### src/dac_cfg_pkg.sv
// constants for the protect, interface, scratch memory and broadcast register group
// assumes a 16-bit register port with 8-bit addresses decoded by the serial front end
package dac_cfg_pkg;
  localparam logic [7:0] protect_mode_config_addr = 8'h25;
  localparam logic [7:0] serial_interface_config_addr = 8'h26;
  localparam logic [7:0] scratch_mem_pointer_addr = 8'h2b;
  localparam logic [7:0] scratch_mem_data_addr = 8'h2c;
  localparam logic [7:0] all_channel_code_addr = 8'h50;
  localparam logic [15:0] reg_reset = 16'h0000;
  localparam int protect_lsb = 8;
  localparam int timeout_bit = 12;
  localparam int quick_readout_bit = 2;
  localparam int readout_enable_bit = 0;
  localparam int code_lsb = 4;
  localparam logic [3:0] pin_fn_protect = 4'h5;
  localparam logic [1:0] act_hiz = 2'h0;
  localparam logic [1:0] act_nvm = 2'h1;
  localparam logic [1:0] act_margin_low = 2'h2;
  localparam logic [1:0] act_margin_high = 2'h3;
  typedef enum logic [1:0] {prot_idle, prot_slew, prot_powerdown} prot_state_e;
endpackage : dac_cfg_pkg

### src/dac_mode_iface_sram_broadcast_regs.sv
// register group: protect action, interface options, scratch memory access, broadcast code
// assumes the serial front end presents single-cycle write and read strobes on clock,
// and that the output slewing engine reports slew completion with slew_done.
// Operation
// - protect action 00 powers down to high impedance at once, 01 loads the stored code then powers down.
// - protect action 10 or 11 slews to the margin-low or margin-high code then powers down.
// - bit 12 of the interface register enables the bus timeout, cleared at reset.
// - bit 2 of the interface register selects fast serial-out timing.
// - the shared pin carries read data only while bit 0 of the interface register is set.
// - writing the pointer bits 7-0 selects the scratch location for the next data access.
// - each data-port write advances the pointer by one.
// - a data-port write stores at the pointer, a read returns the word at the pointer.
// - the 10-bit broadcast code comes from bits 15-6 of the left-aligned field, bits 3-0 ignored.
// - the broadcast code is unsigned straight binary with its msb at bit 15.
// - a broadcast write updates only channels whose group write enable is set.
// - with the pin function set to protect, a falling edge on the pin fires the protect action.
module dac_mode_iface_sram_broadcast_regs #(
  parameter int channels = 3,
  parameter int depth = 256
) (
  input wire logic clock,
  input wire logic rst,
  input wire logic [7:0] reg_addr,
  input wire logic [15:0] reg_wdata,
  input wire logic reg_write,
  input wire logic reg_read,
  output logic [15:0] reg_rdata,
  output logic reg_hit,
  input wire logic [3:0] pin_input_function,
  input wire logic shared_io_readout_pin_in,
  input wire logic spi_read_bit,
  output logic shared_io_readout_pin_out,
  output logic shared_io_readout_pin_oe,
  output logic bus_timeout_enable,
  output logic quick_readout_enable,
  input wire logic [channels-1:0] channel_group_write_enable,
  output logic [channels-1:0] channel_code_load,
  output logic [9:0] all_channel_code,
  input wire logic slew_done,
  output logic protect_busy,
  output logic [1:0] protect_action,
  output logic load_nvm_code,
  output logic slew_start,
  output logic slew_to_high,
  output logic powerdown_hiz
);
  logic [1:0] protect_r;
  logic timeout_r;
  logic quick_r;
  logic readout_en_r;
  logic [7:0] pointer_r;
  logic [15:0] code_word_r;
  logic [15:0] mem [depth];
  logic [15:0] mem_rd_r;
  logic pin_s1_r, pin_s2_r, pin_prev_r;
  logic protect_fire;
  dac_cfg_pkg::prot_state_e state_r;

  function automatic logic hit(input logic [7:0] a, input logic [7:0] b);
    return reg_write && a == b;
  endfunction : hit

  always_ff @(posedge clock) begin
    if (rst) begin
      protect_r <= dac_cfg_pkg::reg_reset[9:8];
      timeout_r <= 1'b0;
      quick_r <= 1'b0;
      readout_en_r <= 1'b0;
    end else if (hit(reg_addr, dac_cfg_pkg::protect_mode_config_addr)) begin
      protect_r <= reg_wdata[dac_cfg_pkg::protect_lsb +: 2]; // reserved bits not stored
    end else if (hit(reg_addr, dac_cfg_pkg::serial_interface_config_addr)) begin
      timeout_r <= reg_wdata[dac_cfg_pkg::timeout_bit];
      quick_r <= reg_wdata[dac_cfg_pkg::quick_readout_bit];
      readout_en_r <= reg_wdata[dac_cfg_pkg::readout_enable_bit];
    end
  end

  // pointer: explicit write beats the post-increment, they cannot coincide anyway
  always_ff @(posedge clock) begin
    if (rst) begin
      pointer_r <= 8'h00;
    end else if (hit(reg_addr, dac_cfg_pkg::scratch_mem_pointer_addr)) begin
      pointer_r <= reg_wdata[7:0];
    end else if (hit(reg_addr, dac_cfg_pkg::scratch_mem_data_addr)) begin
      pointer_r <= pointer_r + 8'h01;
    end
  end

  // memory contents are not reset: this is a plain ram
  always_ff @(posedge clock) begin
    if (hit(reg_addr, dac_cfg_pkg::scratch_mem_data_addr)) begin
      mem[pointer_r] <= reg_wdata;
    end
    mem_rd_r <= mem[pointer_r];
  end

  always_ff @(posedge clock) begin
    if (rst) begin
      code_word_r <= 16'h0000;
      channel_code_load <= '0;
    end else begin
      channel_code_load <= '0;
      if (hit(reg_addr, dac_cfg_pkg::all_channel_code_addr)) begin
        code_word_r <= {reg_wdata[15:4], 4'h0};
        channel_code_load <= channel_group_write_enable;
      end
    end
  end
  assign all_channel_code = code_word_r[15:6]; // unsigned, msb at bit 15

  // read mux; memory word is prefetched each cycle so reads answer combinationally
  always_comb begin
    reg_rdata = 16'h0000;
    reg_hit = 1'b1;
    if (reg_addr == dac_cfg_pkg::protect_mode_config_addr) begin
      reg_rdata = {6'h00, protect_r, 8'h00};
    end else if (reg_addr == dac_cfg_pkg::serial_interface_config_addr) begin
      reg_rdata = {3'h0, timeout_r, 9'h000, quick_r, 1'b0, readout_en_r};
    end else if (reg_addr == dac_cfg_pkg::scratch_mem_pointer_addr) begin
      reg_rdata = {8'h00, pointer_r};
    end else if (reg_addr == dac_cfg_pkg::scratch_mem_data_addr) begin
      reg_rdata = mem_rd_r;
    end else if (reg_addr == dac_cfg_pkg::all_channel_code_addr) begin
      reg_rdata = code_word_r;
    end else begin
      reg_hit = 1'b0;
    end
  end

  assign bus_timeout_enable = timeout_r;
  assign quick_readout_enable = quick_r;
  assign shared_io_readout_pin_oe = readout_en_r;
  assign shared_io_readout_pin_out = readout_en_r & spi_read_bit;

  // pin is asynchronous: two stages before the edge detector
  always_ff @(posedge clock) begin
    if (rst) begin
      pin_s1_r <= 1'b1;
      pin_s2_r <= 1'b1;
      pin_prev_r <= 1'b1;
    end else begin
      pin_s1_r <= shared_io_readout_pin_in;
      pin_s2_r <= pin_s1_r;
      pin_prev_r <= pin_s2_r;
    end
  end
  assign protect_fire = (pin_input_function == dac_cfg_pkg::pin_fn_protect) && pin_prev_r && !pin_s2_r;

  always_ff @(posedge clock) begin
    if (rst) begin
      state_r <= dac_cfg_pkg::prot_idle;
      load_nvm_code <= 1'b0;
      slew_start <= 1'b0;
      slew_to_high <= 1'b0;
      powerdown_hiz <= 1'b0;
      protect_action <= dac_cfg_pkg::act_hiz;
    end else begin
      load_nvm_code <= 1'b0;
      slew_start <= 1'b0;
      case (state_r)
        dac_cfg_pkg::prot_idle: begin
          if (protect_fire) begin
            protect_action <= protect_r;
            case (protect_r)
              dac_cfg_pkg::act_hiz: begin
                powerdown_hiz <= 1'b1;
                state_r <= dac_cfg_pkg::prot_powerdown;
              end
              dac_cfg_pkg::act_nvm: begin
                load_nvm_code <= 1'b1; // jump, then power down next cycle
                state_r <= dac_cfg_pkg::prot_powerdown;
              end
              default: begin
                slew_start <= 1'b1;
                slew_to_high <= (protect_r == dac_cfg_pkg::act_margin_high);
                state_r <= dac_cfg_pkg::prot_slew;
              end
            endcase
          end
        end
        dac_cfg_pkg::prot_slew: begin
          if (slew_done) begin
            state_r <= dac_cfg_pkg::prot_powerdown;
          end
        end
        default: begin
          powerdown_hiz <= 1'b1; // held until reset
        end
      endcase
    end
  end
  assign protect_busy = (state_r != dac_cfg_pkg::prot_idle);

  timeout_follow_a: assert property (@(posedge clock) disable iff (rst)
    $rose(reg_write && reg_addr == 8'h26) |-> ##1 bus_timeout_enable == $past(reg_wdata[12]))
    else $error("timeout enable not taken from bit 12");
  quick_follow_a: assert property (@(posedge clock) disable iff (rst)
    (reg_write && reg_addr == 8'h26) |=> quick_readout_enable == $past(reg_wdata[2]))
    else $error("fast readout not taken from bit 2");
  pin_gate_a: assert property (@(posedge clock) disable iff (rst)
    !shared_io_readout_pin_oe |-> !shared_io_readout_pin_out)
    else $error("pin driven while readout disabled");
  pointer_load_a: assert property (@(posedge clock) disable iff (rst)
    (reg_write && reg_addr == 8'h2b) |=> pointer_r == $past(reg_wdata[7:0]))
    else $error("pointer not loaded");
  pointer_step_a: assert property (@(posedge clock) disable iff (rst)
    (reg_write && reg_addr == 8'h2c) |=> pointer_r == $past(pointer_r) + 8'h01)
    else $error("pointer not advanced");
  mem_readback_a: assert property (@(posedge clock) disable iff (rst)
    (reg_write && reg_addr == 8'h2c) |=> mem[$past(pointer_r)] == $past(reg_wdata))
    else $error("stored word mismatch");
  code_align_a: assert property (@(posedge clock) disable iff (rst)
    (reg_write && reg_addr == 8'h50) |=> all_channel_code == $past(reg_wdata[15:6]))
    else $error("broadcast code misaligned");
  group_load_a: assert property (@(posedge clock) disable iff (rst)
    channel_code_load != '0 |-> (channel_code_load & ~$past(channel_group_write_enable)) == '0)
    else $error("disabled channel loaded");
  fire_hiz_a: assert property (@(posedge clock) disable iff (rst)
    (protect_fire && state_r == dac_cfg_pkg::prot_idle && protect_r == 2'h0) |=> powerdown_hiz)
    else $error("direct power down missing");
  fire_nvm_a: assert property (@(posedge clock) disable iff (rst)
    (protect_fire && state_r == dac_cfg_pkg::prot_idle && protect_r == 2'h1) |=> load_nvm_code ##1 powerdown_hiz)
    else $error("nvm jump sequence wrong");
  fire_slew_a: assert property (@(posedge clock) disable iff (rst)
    (protect_fire && state_r == dac_cfg_pkg::prot_idle && protect_r[1]) |=> slew_start && slew_to_high == $past(protect_r[0]))
    else $error("margin slew not started");
  edge_only_a: assert property (@(posedge clock) disable iff (rst)
    (state_r == dac_cfg_pkg::prot_idle && !protect_fire) |=> state_r == dac_cfg_pkg::prot_idle)
    else $error("protect entered without falling edge");
  protect_rst_a: assert property (@(posedge clock) $fell(rst) |-> protect_r == 2'h0)
    else $error("protect action not reset");

  cover_hiz_c: cover property (@(posedge clock) disable iff (rst) powerdown_hiz && protect_action == 2'h0);
  cover_slew_c: cover property (@(posedge clock) disable iff (rst) state_r == dac_cfg_pkg::prot_slew ##1 slew_done);
  cover_burst_c: cover property (@(posedge clock) disable iff (rst)
    (reg_write && reg_addr == 8'h2c) ##1 (reg_write && reg_addr == 8'h2c));
  cover_bcast_c: cover property (@(posedge clock) disable iff (rst) channel_code_load != '0);
endmodule : dac_mode_iface_sram_broadcast_regs

### config.mk
export PLATFORM = sky130hd
export DESIGN_NAME = dac_mode_iface_sram_broadcast_regs
export DESIGN_NICKNAME = d
export VERILOG_FILES = /design/src/dac_cfg_pkg.sv /design/src/dac_mode_iface_sram_broadcast_regs.sv
export SDC_FILE = /design/constraint.sdc
export NUM_CORES = 2
export LEC_CHECK = 0
export ABC_AREA = 0
export BUFFER_PORTS_ARGS = -buffer_cell sky130_fd_sc_hd__buf_2
export CELL_PAD_IN_SITES_DETAIL_PLACEMENT = 1
export CELL_PAD_IN_SITES_GLOBAL_PLACEMENT = 1
export CORE_MARGIN = 1.5
export CORE_UTILIZATION = 29
export CTS_BUF_LIST = sky130_fd_sc_hd__clkbuf_4
export DETAILED_ROUTE_END_ITERATION = 8
export PLACE_DENSITY_LB_ADDON = 0.1
export SETUP_SLACK_MARGIN = 0.2
export SLEW_MARGIN = 15
export SYNTH_ARGS = -nofsm -noshare
export SYNTH_HDL_FRONTEND = slang
export SYNTH_SLANG_ARGS = --single-unit
export TNS_END_PERCENT = 1
### constraint.sdc
create_clock -name clock -period 4.15 [get_ports clock]
set_input_delay 0.2075 -clock clock [delete_from_list [all_inputs] [get_ports clock]]
set_output_delay 0.2075 -clock clock [all_outputs]
set_load 0.01 [all_outputs]
==> results.cfg <==
[timing]
final.setup.tns_ns = 0
fin_worst_skew_ns = 0.165
setup_viol = 0
finalCritPeriodShare_pct = 91.8
period_needed_ns = 3.81
rsz0062_at_grt = no
drv_slew = 0
hold_viol = 0
setup_ws_ns = 0.340
worstMarginPinSlew_ns = 1.14
relSlewSlack_pct = 23.9
max_freq_ghz = 0.262

[placed_design]
gp_congestion = 0.763
dpl_worst_slack_ns = 0.241
hpwl_mm = 300
io_buffers = 77
post_dp_cell_area_um2 = 172000

[synth]
synth_top_family_by_area = multiplexers
post-synth-top-count-cell = edfxtp_1
synth.distinct_cells = 48
synth_flop_cell = edfxtp_1
synth-simple-area-share_pct = 1.24
synth.area.top_cells = edfxtp_1 78%, mux4_2 15%, a22oi_1 2.5%, a21oi_1 0.88%, dfxtp_1 0.70%
ys_seq_area_share_pct = 78.9
yosys.area_share.adder_pct = 0.0318
ys_ff_latch = 4151
synth_edf_count = 4096
synth_area_um2 = 157000
synth_commonest_cells = 4096 x edfxtp_1, 1024 x mux4_2, 514 x a22oi_1
postSynthCellCount = 6946
synth.avg_cell_area_um2 = 22.6
synth.mux.area_fraction_pct = 14.7
yosys_warnings = 0
synth_compound_area_share_pct = 3.84
synth_top_area_share_pct = 78.2
syn_nets = 6988
synth_xor_area_share_pct = 0.0167
synthArstFlopShare_pct = 0
synth_top_area_cell = edfxtp_1

[floorplanning]
dieHeight_um = 739
io_pins = 79
num_rows = 270
start_util_pct = 29.1
core-area_um2 = 541000
die_area_um2 = 547000
die_w_um = 739

[final_layout]
area_growth_pct = 19.9
drive_gt1_share_pct = 40.7
final_area_um2 = 189000
nNetsFinal = 8683

[pwr]
p_leak_nw = 58.8
power.net_switching_mw = 18.2
power.share.clock_pct = 43.8
ir_drop_mv = 0.308
switching_share_pct = 21.7
combPwrFrac_pct = 1.5
seqPwrFrac_pct = 54.7
p_int_mw = 65.9
power-per-cell-area_nw_per_um2 = 446

[critical_path]
rr_worst_depth = 8
critPathCaptureType = output pin
slowest_delay_ns = 0.66
path_common_cell = dlygate4sd3_1
crit_path_top_delay_cell = and3_2
critPathTopFamily = buffers and inverters
worstPathCellList = dlygate4sd3_1, buf_2, dlygate4sd3_1, nor2_1, dlygate4sd3_1, and3_2, a222oi_1, inv_1, buf_2
rr_endpoint = state_r[0]$_SDFFE_PP0P_
criticalPathCategory = input pin to output pin
cp.required_ns = 3.94
worst_setup_path_start_kind = input pin
critPathCapture = reg_rdata[5]
critPathLaunch = reg_addr[7]
arrival_ns = 3.60
path_depth = 9
r2r_start = pin_s2_r$_SDFF_PP1_
path_buf_inv = 6
path_max_fanout = 13
r2r_slack_ns = 0.38

[routing]
routed_wirelength_mm = 512
firstDrtPassIters = 5
vias = 81614
maxUsedRoutingLayer = met5
wl_met3_mm = 27.2
wl_met1_mm = 225
post-route-drc-count = 0
viasPerCell = 4.90
ant_nets = 0
wl_met2_mm = 251
detail_route.iter0.violations = 6853
wire_per_inst_um = 30.8

[hold_path]
hold_path.class = input pin to flop

[clocking]
clk_path_buf_depth = 5
clock_latency_ns = 1.82
path_clk_slew_ns = 0.06
root_buffer = clkbuf_4
cts_made_buffers = 1223
cts_resized = 0
h-tree-depth = 7
clock-sinks = 4151
cts_tree = done

[global_routing]
grt_use_total_pct = 18.7
grt_pass1_wl_mm = 707
grt_max_degree = 137
antenna_found_initial = 40
grt_pass1_vias = 88803
grt_overflow = 0

[run_status]
outcome = finished, final reports clean

[run]
cap_violations = 0
cells by family (layout without fill, tap and decap cells):
kind of cell,count (synthesis),in the layout
simple gates,424,424
fa+ha+maj,4,4
flops,4151,4151
xor+xnor,3,3
other cells,0,45
mux,1026,1026
buf+inv,455,2909
compound gates,883,883
metrics by stage:
step | std cells | total power, mW | hold WS, ns | utilization (%)
floorplan | 6946 | 47.0 | 0.306 | -
global placement | 14482 | 48.0 | 0.391 | 31.9
detailed placement | 14482 | 48.1 | 0.402 | 31.9
CTS | 16609 | 85.8 | 0.00702 | 34.9
global route | 16633 | 87.9 | 0.0371 | 34.9
finish | 16653 | 84.1 | 0.208 | 34.9
cells in the final DEF (no fill, tap or decap), types with 5 or more instances in the layout:
master / count
clkbuf_4: 1762
a222oi_1: 8
inv_1: 13
or2_2: 5
o41ai_1: 18
buf_4: 565
buf_16: 16
clkinv_2: 16
nand2_4: 14
mux4_2: 1024
a22o_1: 7
and2_1: 5
o41ai_2: 44
a21oi_1: 278
a22oi_1: 514
bufinv_16: 6
dfxtp_1: 53
buf_12: 135
buf_2: 61
dlygate4sd3_1: 119
a211oi_1: 5
nor2_2: 111
nor2_1: 163
buf_8: 16
nand3_1: 23
nand2_1: 38
nand4_1: 18
edfxtp_1: 4096
inv_2: 23
clkinv_1: 177
diode_2: 45
power groups by stage:
stage          combinational [mW]  clock [mW]  sequential, mW
2_1_floorplan               0.108           0            46.9
3_3_place_gp                 1.06           0            46.9
3_5_place_dp                 1.13           0            46.9
4_1_cts                      1.27        38.5            46.0
5_1_grt                      1.32        40.6            46.0
6_report                     1.22        36.9            46.0
area by class of cell:
cell class / count / area (um2)
fill: 53407 / 352000
sequential: 4151 / 124000
multi-input combinational: 2340 / 31900
clock buffer: 1762 / 13200
timing repair buffer: 912 / 9120
tap: 7208 / 9020
clock inverter: 222 / 1010
antenna: 45 / 113
inverter: 13 / 48.8
worst min path at each step:
stage	startpoint	to	slack [ns]	cells past startpoint
after floorplan	reg_wdata[0]	mem[0][0]$_DFFE_PP_	0.31	0
after CTS	reg_wdata[8]	mem[232][8]$_DFFE_PP_	0.007	4
final	reg_wdata[8]	mem[247][8]$_DFFE_PP_	0.21	4
after global routing	reg_wdata[8]	mem[247][8]$_DFFE_PP_	0.04	4
after detailed placement	shared_io_readout_pin_in	pin_s1_r$_SDFF_PP1_	0.40	2
after global placement	pin_s1_r$_SDFF_PP1_	pin_s2_r$_SDFF_PP1_	0.39	1
worst reg2reg max path, cell delays in order (launching register included):
cell and delay (ns):
dfxtp_1 0.31, nor4bb_1 0.38, nand3b_1 0.14, dlygate4sd3_1 0.58, dlygate4sd3_1 0.60, or3_1 0.33, dlygate4sd3_1 0.65, a21oi_1 0.15
dlygate4sd3_1 0.56
state kept, by name (all words and copies together) (netlist names), 2 cells and up:
signal             flops
pointer_r              8
state_r                2
protect_r              2
code_word_r           12
protect_action         2
channel_code_load      3
mem                 4096
mem_rd_r              16
repair_timing:
item	4_1_cts	5_1_grt
endpoints found under the hold margin	6337	0
hold buffers	141	0
buffers inserted	2	0
pin swaps	1	0
endpoints found under the setup margin	2	1
per-layer routing:
layer / up-vias / track usage [%]
li1: 33961 / -
met1: 44495 / 24.9
met2: 2485 / 30.6
met3: 671 / 4.74
met4: 2 / 5.16
met5: - / 0
No activity file was read; power rests on OpenSTA's default activity.
